==> src/rtl/sync_ctl_regs.svh <==
// Register offsets, field positions, reset values and timing constants of the control and status pin block
`ifndef SYNC_CTL_REGS_SVH
`define SYNC_CTL_REGS_SVH

// Byte offsets on the register port
`define REG_OE_MASK_FIRST   8'h00
`define REG_OE_MASK_SECOND  8'h04
`define REG_OE_MASK_THIRD   8'h08
`define REG_STEP_LOOP_MASK  8'h0C
`define REG_STEP_SIZE       8'h10
`define REG_LIVE_STATUS     8'h14
`define REG_IRQ_FLAGS       8'h18
`define REG_IRQ_MASK        8'h1C
`define REG_OFFSET_FIRST    8'h20
`define REG_OFFSET_SECOND   8'h24
`define REG_OFFSET_THIRD    8'h28

// Reset values
`define OE_MASK_FIRST_RST   7'h7F
`define OE_MASK_OTHER_RST   7'h00
`define STEP_LOOP_MASK_RST  3'h0
`define STEP_SIZE_RST       16'h0001
`define IRQ_MASK_RST        7'h00
`define OFFSET_RST          24'h000000

// Field positions in the flag, mask and live status registers
`define FLD_LOCK_LSB        0
`define FLD_SIGNAL_LSB      3
`define FLD_STEP_BIT        6

// Synchroniser depth for pin inputs
`define SYNC_STAGES         2

`endif

==> src/rtl/sync_ctl_pkg.sv <==
// Types shared by the control and status pin block
package sync_ctl_pkg;

    // Monitor results from the synthesis loops and input monitors
    typedef struct packed {
        logic [2:0] signal_lost;  // Per clock input, high when lost
        logic [2:0] locked;       // Per synthesis loop, high when locked
    } loop_state_s;

    // Pins sampled from the board, all active low except the step pin
    typedef struct packed {
        logic       step_down;    // Frequency step down request
        logic [2:0] oe_n;         // Output enable pins, first at bit 0
        logic       reset_n;      // Device reset pin
    } pin_in_s;

    // Accumulated frequency offset per synthesis loop
    typedef logic [2:0][23:0] loop_offsets_t;

    // Output enable mask per output enable pin
    typedef logic [2:0][6:0]  oe_masks_t;

endpackage

==> src/rtl/sync_control_status_pins.sv <==
// Control and status pin logic of a multi-loop clock synchroniser
//
// Our own choices: the plain strobed port and the register offsets.
`timescale 1ns/1ns
`default_nettype none
`include "sync_ctl_regs.svh"

// Overview of operation
// - Interrupt pin low after any unmasked status change
// - Reset pin low resets registers, flags, offsets and enables
// - Reset loads every register default value
// - Clock outputs disabled while reset held
// - Each enable pin gated by own mask
// - First enable mask defaults to all outputs
// - Second and third masks default empty
// - Lock pins low unlocked, high locked
// - Signal pins mirror loss status bits
// - Step pin lowers selected loop frequency
// - Step size comes from software register
// - Loop mask selects loops that step
module sync_control_status_pins
    import sync_ctl_pkg::*;
(
    input  wire logic           ref_clk,
    input  wire logic           reset,
    input  wire logic           clk_en,
    input  wire logic [7:0]     reg_addr,
    input  wire logic [31:0]    reg_wdata,
    input  wire logic           reg_wr,
    input  wire logic           reg_rd,
    output var  logic [31:0]    reg_rdata,
    input  wire logic           device_reset_n,
    input  wire logic           out_enable_n_first,
    input  wire logic           out_enable_n_second,
    input  wire logic           out_enable_n_third,
    input  wire logic           freq_step_down,
    input  wire loop_state_s    loop_state,
    output var  logic           status_irq_n,
    output var  logic           unlocked_n_loop_first,
    output var  logic           unlocked_n_loop_third,
    output var  logic           unlocked_n_loop_fourth,
    output var  logic           no_signal_n_input_first,
    output var  logic           no_signal_n_input_second,
    output var  logic           no_signal_n_input_third,
    output var  logic [6:0]     out_clk_enable,
    output var  logic [2:0]     freq_step_loop_pulse,
    output var  logic [15:0]    freq_step_size,
    output var  loop_offsets_t  freq_offset
);

    pin_in_s       pins_raw;           // Raw board pins
    pin_in_s       pins_meta_ff;       // First synchroniser stage
    pin_in_s       pins_sync_ff;       // Second synchroniser stage
    logic          step_prev_ff;       // Step pin one cycle earlier
    logic          dev_rst;            // Device reset pin held low
    logic          step_edge;          // Rising edge on the step pin
    oe_masks_t     oe_mask_ff;         // Output enable masks
    logic [2:0]    step_mask_ff;       // Loops that follow the step pin
    logic [15:0]   step_size_ff;       // Step size per request
    logic [6:0]    irq_flag_ff;        // Sticky event flags
    logic [6:0]    irq_mask_ff;        // Interrupt enables
    logic [6:0]    nxt_irq_flag;       // Flags after set and clear
    logic [6:0]    events;             // Events of this cycle
    logic          irq_any;            // Any unmasked flag set
    loop_state_s   state_prev_ff;      // Monitor results one cycle earlier
    logic [6:0]    oe_calc;            // Output enables before the flop
    logic [6:0]    out_clk_en_ff;      // Registered output enables
    logic          irq_n_ff;           // Registered interrupt pin
    logic [2:0]    unlocked_n_ff;      // Registered lock pins
    logic [2:0]    no_signal_n_ff;     // Registered signal pins
    logic [2:0]    step_pulse_ff;      // Registered step pulses
    loop_offsets_t offset_ff;          // Accumulated offsets
    logic [31:0]   rdata_ff;           // Read data
    logic [31:0]   nxt_rdata;          // Read data before the flop

    assign pins_raw = '{step_down: freq_step_down,
                        oe_n:      {out_enable_n_third, out_enable_n_second, out_enable_n_first},
                        reset_n:   device_reset_n};

    // Two-stage synchroniser for all board pins
    always_ff @(posedge ref_clk or posedge reset) begin
        if (reset) begin
            pins_meta_ff <= '{step_down: 1'b0, oe_n: 3'h7, reset_n: 1'b0};
            pins_sync_ff <= '{step_down: 1'b0, oe_n: 3'h7, reset_n: 1'b0};
        end else if (clk_en) begin
            pins_meta_ff <= pins_raw;
            pins_sync_ff <= pins_meta_ff;
        end
    end

    // Device reset pin acts as a synchronous reset of registers, flags, offsets and enables
    assign dev_rst   = !pins_sync_ff.reset_n;
    assign step_edge = pins_sync_ff.step_down && !step_prev_ff;

    // Step pin history for edge detection
    always_ff @(posedge ref_clk or posedge reset) begin
        if (reset) begin
            step_prev_ff <= 1'b0;
        end else if (clk_en) begin
            step_prev_ff <= dev_rst ? 1'b0 : pins_sync_ff.step_down;
        end
    end

    // Software configuration registers
    always_ff @(posedge ref_clk or posedge reset) begin
        if (reset) begin
            oe_mask_ff   <= {`OE_MASK_OTHER_RST, `OE_MASK_OTHER_RST, `OE_MASK_FIRST_RST};
            step_mask_ff <= `STEP_LOOP_MASK_RST;
            step_size_ff <= `STEP_SIZE_RST;
            irq_mask_ff  <= `IRQ_MASK_RST;
        end else if (clk_en) begin
            if (dev_rst) begin
                // Defaults, first pin controls all outputs
                oe_mask_ff   <= {`OE_MASK_OTHER_RST, `OE_MASK_OTHER_RST, `OE_MASK_FIRST_RST};
                step_mask_ff <= `STEP_LOOP_MASK_RST;
                step_size_ff <= `STEP_SIZE_RST;
                irq_mask_ff  <= `IRQ_MASK_RST;
            end else if (reg_wr) begin
                case (reg_addr)
                    `REG_OE_MASK_FIRST:  oe_mask_ff[0] <= reg_wdata[6:0];
                    `REG_OE_MASK_SECOND: oe_mask_ff[1] <= reg_wdata[6:0];
                    `REG_OE_MASK_THIRD:  oe_mask_ff[2] <= reg_wdata[6:0];
                    `REG_STEP_LOOP_MASK: step_mask_ff  <= reg_wdata[2:0];
                    `REG_STEP_SIZE:      step_size_ff  <= reg_wdata[15:0];
                    `REG_IRQ_MASK:       irq_mask_ff   <= reg_wdata[6:0];
                    default: begin
                        // Other addresses hold nothing writable
                    end
                endcase
            end
        end
    end

    // Status change events: lock or signal change, step taken
    assign events = {step_edge && (step_mask_ff != 3'h0),
                     loop_state.signal_lost ^ state_prev_ff.signal_lost,
                     loop_state.locked ^ state_prev_ff.locked};

    // Sticky flags, a new event wins over a write-one clear
    always_comb begin
        nxt_irq_flag = irq_flag_ff;
        if (reg_wr && (reg_addr == `REG_IRQ_FLAGS)) begin
            nxt_irq_flag = irq_flag_ff & ~reg_wdata[6:0];
        end
        nxt_irq_flag = nxt_irq_flag | events;
    end

    assign irq_any = |(irq_flag_ff & irq_mask_ff);

    // Flags, monitor history and interrupt pin
    always_ff @(posedge ref_clk or posedge reset) begin
        if (reset) begin
            irq_flag_ff   <= 7'h00;
            state_prev_ff <= '{signal_lost: 3'h0, locked: 3'h0};
            irq_n_ff      <= 1'b1;
        end else if (clk_en) begin
            state_prev_ff <= loop_state;
            if (dev_rst) begin
                irq_flag_ff <= 7'h00;
                irq_n_ff    <= 1'b1;
            end else begin
                irq_flag_ff <= nxt_irq_flag;
                irq_n_ff    <= !irq_any;
            end
        end
    end

    // An output is enabled unless a pin that controls it is high
    genvar o;
    generate
        for (o = 0; o < 7; o = o + 1) begin : g_oe
            assign oe_calc[o] = !(|({oe_mask_ff[2][o], oe_mask_ff[1][o], oe_mask_ff[0][o]}
                                    & pins_sync_ff.oe_n));
        end
    endgenerate

    // Output enables and status pins
    always_ff @(posedge ref_clk or posedge reset) begin
        if (reset) begin
            out_clk_en_ff  <= 7'h00;
            unlocked_n_ff  <= 3'h0;
            no_signal_n_ff <= 3'h0;
        end else if (clk_en) begin
            out_clk_en_ff  <= dev_rst ? 7'h00 : oe_calc;
            unlocked_n_ff  <= loop_state.locked;
            no_signal_n_ff <= ~loop_state.signal_lost;
        end
    end

    // One step down per rising edge on selected loops
    genvar l;
    generate
        for (l = 0; l < 3; l = l + 1) begin : g_step
            always_ff @(posedge ref_clk or posedge reset) begin
                if (reset) begin
                    step_pulse_ff[l] <= 1'b0;
                    offset_ff[l]     <= `OFFSET_RST;
                end else if (clk_en) begin
                    if (dev_rst) begin
                        step_pulse_ff[l] <= 1'b0;
                        offset_ff[l]     <= `OFFSET_RST;
                    end else begin
                        step_pulse_ff[l] <= step_edge && step_mask_ff[l];
                        if (step_pulse_ff[l]) begin
                            offset_ff[l] <= offset_ff[l] - {8'h00, step_size_ff};
                        end
                    end
                end
            end
        end
    endgenerate

    // Read multiplexer, unmapped addresses read zero
    always_comb begin
        case (reg_addr)
            `REG_OE_MASK_FIRST:  nxt_rdata = {25'h0000000, oe_mask_ff[0]};
            `REG_OE_MASK_SECOND: nxt_rdata = {25'h0000000, oe_mask_ff[1]};
            `REG_OE_MASK_THIRD:  nxt_rdata = {25'h0000000, oe_mask_ff[2]};
            `REG_STEP_LOOP_MASK: nxt_rdata = {29'h00000000, step_mask_ff};
            `REG_STEP_SIZE:      nxt_rdata = {16'h0000, step_size_ff};
            `REG_LIVE_STATUS:    nxt_rdata = {26'h0000000, loop_state};
            `REG_IRQ_FLAGS:      nxt_rdata = {25'h0000000, irq_flag_ff};
            `REG_IRQ_MASK:       nxt_rdata = {25'h0000000, irq_mask_ff};
            `REG_OFFSET_FIRST:   nxt_rdata = {8'h00, offset_ff[0]};
            `REG_OFFSET_SECOND:  nxt_rdata = {8'h00, offset_ff[1]};
            `REG_OFFSET_THIRD:   nxt_rdata = {8'h00, offset_ff[2]};
            default:             nxt_rdata = 32'h00000000;
        endcase
    end

    // Read data stands for one cycle after the strobe
    always_ff @(posedge ref_clk or posedge reset) begin
        if (reset) begin
            rdata_ff <= 32'h00000000;
        end else if (clk_en) begin
            rdata_ff <= reg_rd ? nxt_rdata : 32'h00000000;
        end
    end

    // Ports straight from flops
    assign reg_rdata                = rdata_ff;
    assign status_irq_n             = irq_n_ff;
    assign unlocked_n_loop_first    = unlocked_n_ff[0];
    assign unlocked_n_loop_third    = unlocked_n_ff[1];
    assign unlocked_n_loop_fourth   = unlocked_n_ff[2];
    assign no_signal_n_input_first  = no_signal_n_ff[0];
    assign no_signal_n_input_second = no_signal_n_ff[1];
    assign no_signal_n_input_third  = no_signal_n_ff[2];
    assign out_clk_enable           = out_clk_en_ff;
    assign freq_step_loop_pulse     = step_pulse_ff;
    assign freq_step_size           = step_size_ff;
    assign freq_offset              = offset_ff;

    // Interrupt pin follows unmasked flags one cycle later
    AST_IRQ_FOLLOWS: assert property (@(posedge ref_clk) disable iff (reset)
        (clk_en && !dev_rst) |=> (status_irq_n == !$past(irq_any)))
        else $error("interrupt pin does not follow flags");

    // Reset pin returns steering state to defaults
    AST_DEVRST_CLEARS: assert property (@(posedge ref_clk) disable iff (reset)
        (clk_en && dev_rst) |=> (step_mask_ff == 3'h0 && irq_flag_ff == 7'h00
                                 && step_size_ff == `STEP_SIZE_RST && status_irq_n))
        else $error("device reset left state behind");

    // Clock outputs off while the reset pin is held
    AST_DEVRST_OUTS_OFF: assert property (@(posedge ref_clk) disable iff (reset)
        (clk_en && dev_rst) |=> (out_clk_enable == 7'h00))
        else $error("clock output enabled during reset");

    // A high first pin disables every output in its mask
    AST_OE_GATE: assert property (@(posedge ref_clk) disable iff (reset)
        (clk_en && !dev_rst && pins_sync_ff.oe_n[0]) |=> ((out_clk_enable & $past(oe_mask_ff[0])) == 7'h00))
        else $error("masked output stays enabled");

    // Mask defaults after a reset pin pulse
    AST_MASK_DEFAULTS: assert property (@(posedge ref_clk) disable iff (reset)
        (clk_en && dev_rst) |=> (oe_mask_ff[0] == 7'h7F && oe_mask_ff[1] == 7'h00 && oe_mask_ff[2] == 7'h00))
        else $error("enable masks not at defaults");

    // Lock pins high exactly when the loop is locked
    AST_LOCK_PINS: assert property (@(posedge ref_clk) disable iff (reset)
        clk_en |=> ({unlocked_n_loop_fourth, unlocked_n_loop_third, unlocked_n_loop_first}
                    == $past(loop_state.locked)))
        else $error("lock pin disagrees with loop");

    // Signal pins mirror the loss status bits
    AST_SIGNAL_PINS: assert property (@(posedge ref_clk) disable iff (reset)
        clk_en |=> ({no_signal_n_input_third, no_signal_n_input_second, no_signal_n_input_first}
                    == ~$past(loop_state.signal_lost)))
        else $error("signal pin disagrees with status");

    // One pulse per edge, only on masked loops, then quiet
    AST_STEP_ONCE: assert property (@(posedge ref_clk) disable iff (reset)
        (clk_en && !dev_rst && step_edge) |=> (freq_step_loop_pulse == $past(step_mask_ff))
                                              ##1 (!clk_en || freq_step_loop_pulse == 3'h0))
        else $error("step pulse wrong");

    // Each first-loop pulse lowers its offset by the programmed size
    AST_STEP_SIZE: assert property (@(posedge ref_clk) disable iff (reset)
        (clk_en && !dev_rst && step_pulse_ff[0]) |=>
            (offset_ff[0] == 24'($past(offset_ff[0]) - {8'h00, $past(step_size_ff)})))
        else $error("offset step wrong");

    // Interrupt holds low while nothing clears it
    AST_IRQ_HOLD: assert property (@(posedge ref_clk) disable iff (reset)
        (!status_irq_n && clk_en && !dev_rst && !reg_wr && irq_any) |=> !status_irq_n)
        else $error("interrupt released without clear");

endmodule
`default_nettype wire

==> config.mk <==
export PLATFORM = sky130hd
export DESIGN_NAME = sync_control_status_pins
export DESIGN_NICKNAME = d
export VERILOG_FILES = /design/src/rtl/sync_ctl_pkg.sv /design/src/rtl/sync_control_status_pins.sv
export VERILOG_INCLUDE_DIRS = /design/src /design/src/rtl
export SDC_FILE = /design/constraint.sdc
export NUM_CORES = 1
export LEC_CHECK = 0
export BUFFER_PORTS_ARGS = -buffer_cell sky130_fd_sc_hd__buf_2
export CORE_MARGIN = 8
export CORE_UTILIZATION = 45
export DETAILED_ROUTE_END_ITERATION = 6
export GPL_TIMING_DRIVEN = 1
export PLACE_DENSITY_LB_ADDON = 0.08
export SETUP_SLACK_MARGIN = 0.4
export SYNTH_ARGS = -nofsm -noshare
export SYNTH_HDL_FRONTEND = slang
export SYNTH_SLANG_ARGS = --single-unit
==> constraint.sdc <==
create_clock -name ref_clk -period 7.1 [get_ports ref_clk]
set_clock_uncertainty 0.05 [all_clocks]
set_input_delay 0.355 -clock ref_clk [delete_from_list [all_inputs] [get_ports ref_clk]]
set_output_delay 0.355 -clock ref_clk [all_outputs]
set_load 0.005 [all_outputs]
[Yosys cells after proc, flatten, opt, wreduce, memory -nomap -nowiden]
Index checks and enable logic that the tools add are counted.
Cells by class
  mux-type cells: 30
  equal/unequal tests: 20
  bitwise logic cells: 14
  reduce and logical (&&, ||, !) cells: 34
  $add $sub $neg: 3
Operators with widths (count)
  24-bit case mux with 11 select lines: 1
  24-bit 2-to-1 mux: 6
  24-bit by 16-bit subtractor with 24-bit output: 3
  7-bit 2-to-1 mux: 9
  16-bit 2-to-1 mux: 3
  21-bit 2-to-1 mux: 2
  8-bit by 5-bit == test with 1-bit output, second input constant: 4
  32-bit 2-to-1 mux: 1
  8-bit by 6-bit == test with 1-bit output, second input constant: 3
  3-bit bitwise AND: 7
  3-bit OR reduction: 7
  2-bit by 1-bit != test with 1-bit output, second input constant: 9
  3-bit AND reduction: 6
  8-bit by 4-bit == test with 1-bit output, second input constant: 2
  7-bit bitwise AND: 2
  1-bit zero test: 9
  3-bit 2-to-1 mux: 3
  8-bit by 3-bit == test with 1-bit output, second input constant: 1
  8-bit zero test: 1
  7-bit NOT: 1
  7-bit bitwise OR: 1
  7-bit OR reduction: 1
  1-bit logical AND: 6
  2-bit AND reduction: 3
  5 further kinds: 10
Storage, ports and cells
  register bits after elaboration: 189
  output and inout port bits: 137

[Longest topological paths before layout]
  depth in word-level cells: 5
  mapped depth: 11

[Worst setup path after synthesis]
No wires, ideal clock.
  path kind: register to register
  start: register step_size_ff[0] (netlist: freq_step_size[0])
  end: register offset_ff (netlist bit freq_offset[12])
  stages on the path, launching flop included: 11
  setup time: 121 ps
  data required time: 6929 ps
  path slack: 4379 ps
  data arrival time: 2550 ps
  path buffers: 0
  period minus slack after synthesis: 2721 ps
  path through: dfstp_2 ha_1 inv_1 fa_1 a21o_1 a221oi_2 a211oi_2 nor4_1 nor2_1 xor2_1 a22o_1
Between the ends
  word-level cells in the longest chain between the ends: 3
RTL lines
  start: declaration: RTL line sync_control_status_pins.sv:59  | logic [15:0] step_size_ff;
  start signal: assignment: RTL line sync_control_status_pins.sv:109  | step_size_ff <= `STEP_SIZE_RST;
  start signal: assignment: RTL line sync_control_status_pins.sv:116  | step_size_ff <= `STEP_SIZE_RST;
  start signal: assignment: RTL line sync_control_status_pins.sv:124  | `REG_STEP_SIZE: step_size_ff <= reg_wdata[15:0];
  24-bit by 16-bit subtractor with 24-bit output: RTL line sync_control_status_pins.sv:205  | offset_ff[l] <= offset_ff[l] - {8'h00, step_size_ff};
  24-bit 2-to-1 mux: RTL line sync_control_status_pins.sv:204  | if (step_pulse_ff[l]) begin
  24-bit 2-to-1 mux: RTL line sync_control_status_pins.sv:199  | if (dev_rst) begin
  end signal: indexed assignment: RTL line sync_control_status_pins.sv:197  | offset_ff[l] <= `OFFSET_RST;
  end signal: indexed assignment: RTL line sync_control_status_pins.sv:201  | offset_ff[l] <= `OFFSET_RST;
  end signal: indexed assignment: RTL line sync_control_status_pins.sv:205
  end: declaration: RTL line sync_control_status_pins.sv:72  | loop_offsets_t offset_ff;
No other way between the ends. The select of a mux whose other input is x is not followed.
A chain may end at the register's enable or synchronous reset.

[Final worst setup path]
Same ends and word-level chain as after synthesis.

==> out/metrics.yaml <==
status: "finished, final reports clean"
clock.fmax_mhz: 315.6
drt_iter0_markers: 1087
ios: 193
use_met1_pct: 36.20
ys_ff_latch: 181
core_area_mm2: 0.02432
overflow: 0
diodes: 0
drive_gt1_share_pct: 19.76
vias: 10430
die_w_um: 173.3
post-route-util_pct: 52.72
ir_drop_mv: 0.1422
initial_core_util_pct: 45.78
vias_per_cell: 6.041
syn_inst: 1251
place_ws_ns: 3.866
ys.warnings.count: 0
async_reset_ff_share_pct: 100.0
slew_viol_final: 0
drtAntennaViolNets: 0
cts-buffers-inserted: 17
cts_setup_buffers: 0
multiInputGateArea_mm2: 0.006080
drc: 0
rsz0062_at_grt: "false"
netlist_area_mm2: 0.01113
cap_violations: 0
clock_tree.buffer_depth: 2
use_met2_pct: 37.63
setup_ws_ns: 3.932
ys_seq_area_share_pct: 40.85
avgSynthCellArea_um2: 8.899
r2r-start: "freq_step_size[0]"
antenna_found_initial: 1
synth_enable_flop_cells: 0
ys_types: 81
hp-class: "in -> async"
gp_congestion: 0.9131
endpoint_kind: "flop"
portBuffers: 168
insertion_delay_ns: 0.44
synth_area_leaders: "dfrtp_1 (37%), nand2_1 (6.1%), ha_1 (5.4%)"
leakage_nw: 6.007
rows: 57
power.density_mw_per_mm2: 265.3
finalCritPeriodShare_pct: 44.62
yosysTopAreaCellShare_pct: 37.31
synth.largest_area_cell: "dfrtp_1"
startpoint: "freq_step_size[0]"
stdcell_count: 1726
path_max_fanout: 6
area_growth_pct: 15.17
dieArea_mm2: 0.03003
cp.required_ns: 7.37
critPathArrivalTime_ns: 3.44
fin_tns_setup_ns: 0
period_minus_slack_ns: 3.168
wl_per_cell_um: 22.59
grt_max_degree: 89
setup_viol: 0
root_buffer: "clkbuf_16"
die_y_um: 173.3
hold_buffers: 0
grt_busiest_layer: "met2"
path_class: "reg -> reg"
first_pass_iters: 5
critPathLaunchType: "flop"
dp_hpwl_um: 28910
ff_latch_area_mm2: 0.004548
clk_pin_slew_ns: 0.09
synth_ff_type: "dfrtp_1"
grt_pass1_wl_um: 60190
cts_num_sinks: 181
dp_cells: 1694
grt_usage_pct: 25.56
fillers: 2343
nets: 1496
met3_usage_pct: 5.206
drt-total-wl_um: 39000
grt_pass1_vias: 9973
cts_resized: 0
hold_viol_final: 0
worst_pin_slew_ns: 1.054
cts_tree: "done"
h-tree-depth: 4
relSlewSlack_pct: 29.63
## cells in the mapped netlist (25+ instances only)
library cell	n
nor2_1	55
o21ai_1	38
xnor2_1	25
a21oi_1	75
inv_1	57
o21ai_0	111
nand3_1	29
nand2_1	182
a22oi_1	34
clkbuf_1	44
dfrtp_1	166
ha_1	48
## per-stage QoR
stage	total power [mW]	hold slack, ns	cell area [um^2]
CTS	3.411	0.03460	12820
finish	3.401	0.005571	12820
floorplan	2.064	0.3992	11160
detailed placement	2.426	0.4180	12210
global placement	2.412	0.4151	12210
global route	3.601	0.07617	12820
## final cells by class
type,instances,area share [%]
inverters,59,1.766
clock inverters,14,1.327
multi-input cells,947,47.41
repair buffers,183,7.436
flip-flops and latches,181,35.47
well taps,324,3.162
clock buffers,18,3.425
## worst max-delay path, stage by stage, from the launching register on
cell	delay (ns)
dfstp_2	0.66
ha_1	0.20
inv_1	0.05
fa_1	0.40
a21o_1	0.20
a221oi_2	0.42
a211oi_2	0.18
nor4_1	0.43
nor2_1	0.11
xor2_1	0.15
a22o_1	0.19
## worst paths after layout
check / to / slack [ns] / cells past startpoint
max: freq_offset[12] / 3.93 / 10
min: freq_step_size[4] / 0.006 / 2
max reg2reg: freq_offset[12] / 3.93 / 10
min reg2reg: reg_rdata[23] / 0.44 / 1
max in group asynchronous: freq_offset[55] / 5.78 / 3
min in group ref_clk: pins_meta_ff[3] / 0.09 / 2
## state kept, by name, summed over array words and instances (netlist names), 5 cells and up
register,flops
freq_step_size,16
irq_mask_ff,7
freq_offset,72
pins_sync_ff,5
oe_mask_ff,21
out_clk_enable,7
pins_meta_ff,5
irq_flag_ff,7
reg_rdata,24
## where the power goes
part / internal, mW / switching, mW / total [mW]
clock: 0.489 / 0.490 / 0.980
sequential: 1.18 / 0.218 / 1.40
combinational: 0.434 / 0.592 / 1.03
total: 2.10 / 1.30 / 3.40
## cell families (layout without fill, tap and decap cells)
kind of cell               count (synthesis)  after routing  synth area share (%)
muxes                                     35             35                 3.360
DFF                                      181            181                 40.85
buffers and inverters                    130            274                 4.833
xor gates and xnor gates                  37             37                 2.911
and+or+nand+nor                          398            398                 17.45
adders and majority gates                 51             51                 5.934
AOI/OAI and AO/OA                        418            418                 24.62
other                                      1              8               0.03368
## metal layers
metal / vias up / share of wire [%]
li1: 4831 / -
met4: 2 / 3.6
met5: - / 0.033
met3: 67 / 7.4
met2: 452 / 43
met1: 5074 / 46
## layout by cell type (no fill, tap or decap), types with 8 or more instances in the layout
| cell type | netlist | final |
|---|---|---|
| inv_1 | 57 | 56 |
| mux2i_1 | 16 | 16 |
| conb_1 | 1 | 8 |
| nor2_1 | 55 | 55 |
| xnor2_1 | 25 | 25 |
| mux2_2 | 19 | 19 |
| nor2b_1 | 13 | 13 |
| xor2_1 | 12 | 12 |
| nor3_1 | 24 | 24 |
| nand2_1 | 182 | 182 |
| o31ai_1 | 15 | 15 |
| buf_2 | 10 | 168 |
| nand2b_1 | 11 | 11 |
| dfrtp_1 | 166 | 166 |
| a21o_1 | 23 | 23 |
| ha_1 | 48 | 48 |
| a22oi_1 | 34 | 34 |
| nand4_1 | 13 | 13 |
| and3_1 | 13 | 13 |
| nand3_1 | 29 | 29 |
| dfstp_2 | 15 | 15 |
| a21oi_1 | 75 | 75 |
| o2bb2ai_1 | 24 | 24 |
| o21a_1 | 9 | 9 |
| clkbuf_16 | 0 | 17 |
| o21ai_1 | 38 | 38 |
| a22o_1 | 11 | 11 |
| buf_4 | 8 | 15 |
| or3_1 | 12 | 12 |
| o21ai_0 | 111 | 111 |
No activity file was read; power rests on OpenSTA's default activity.
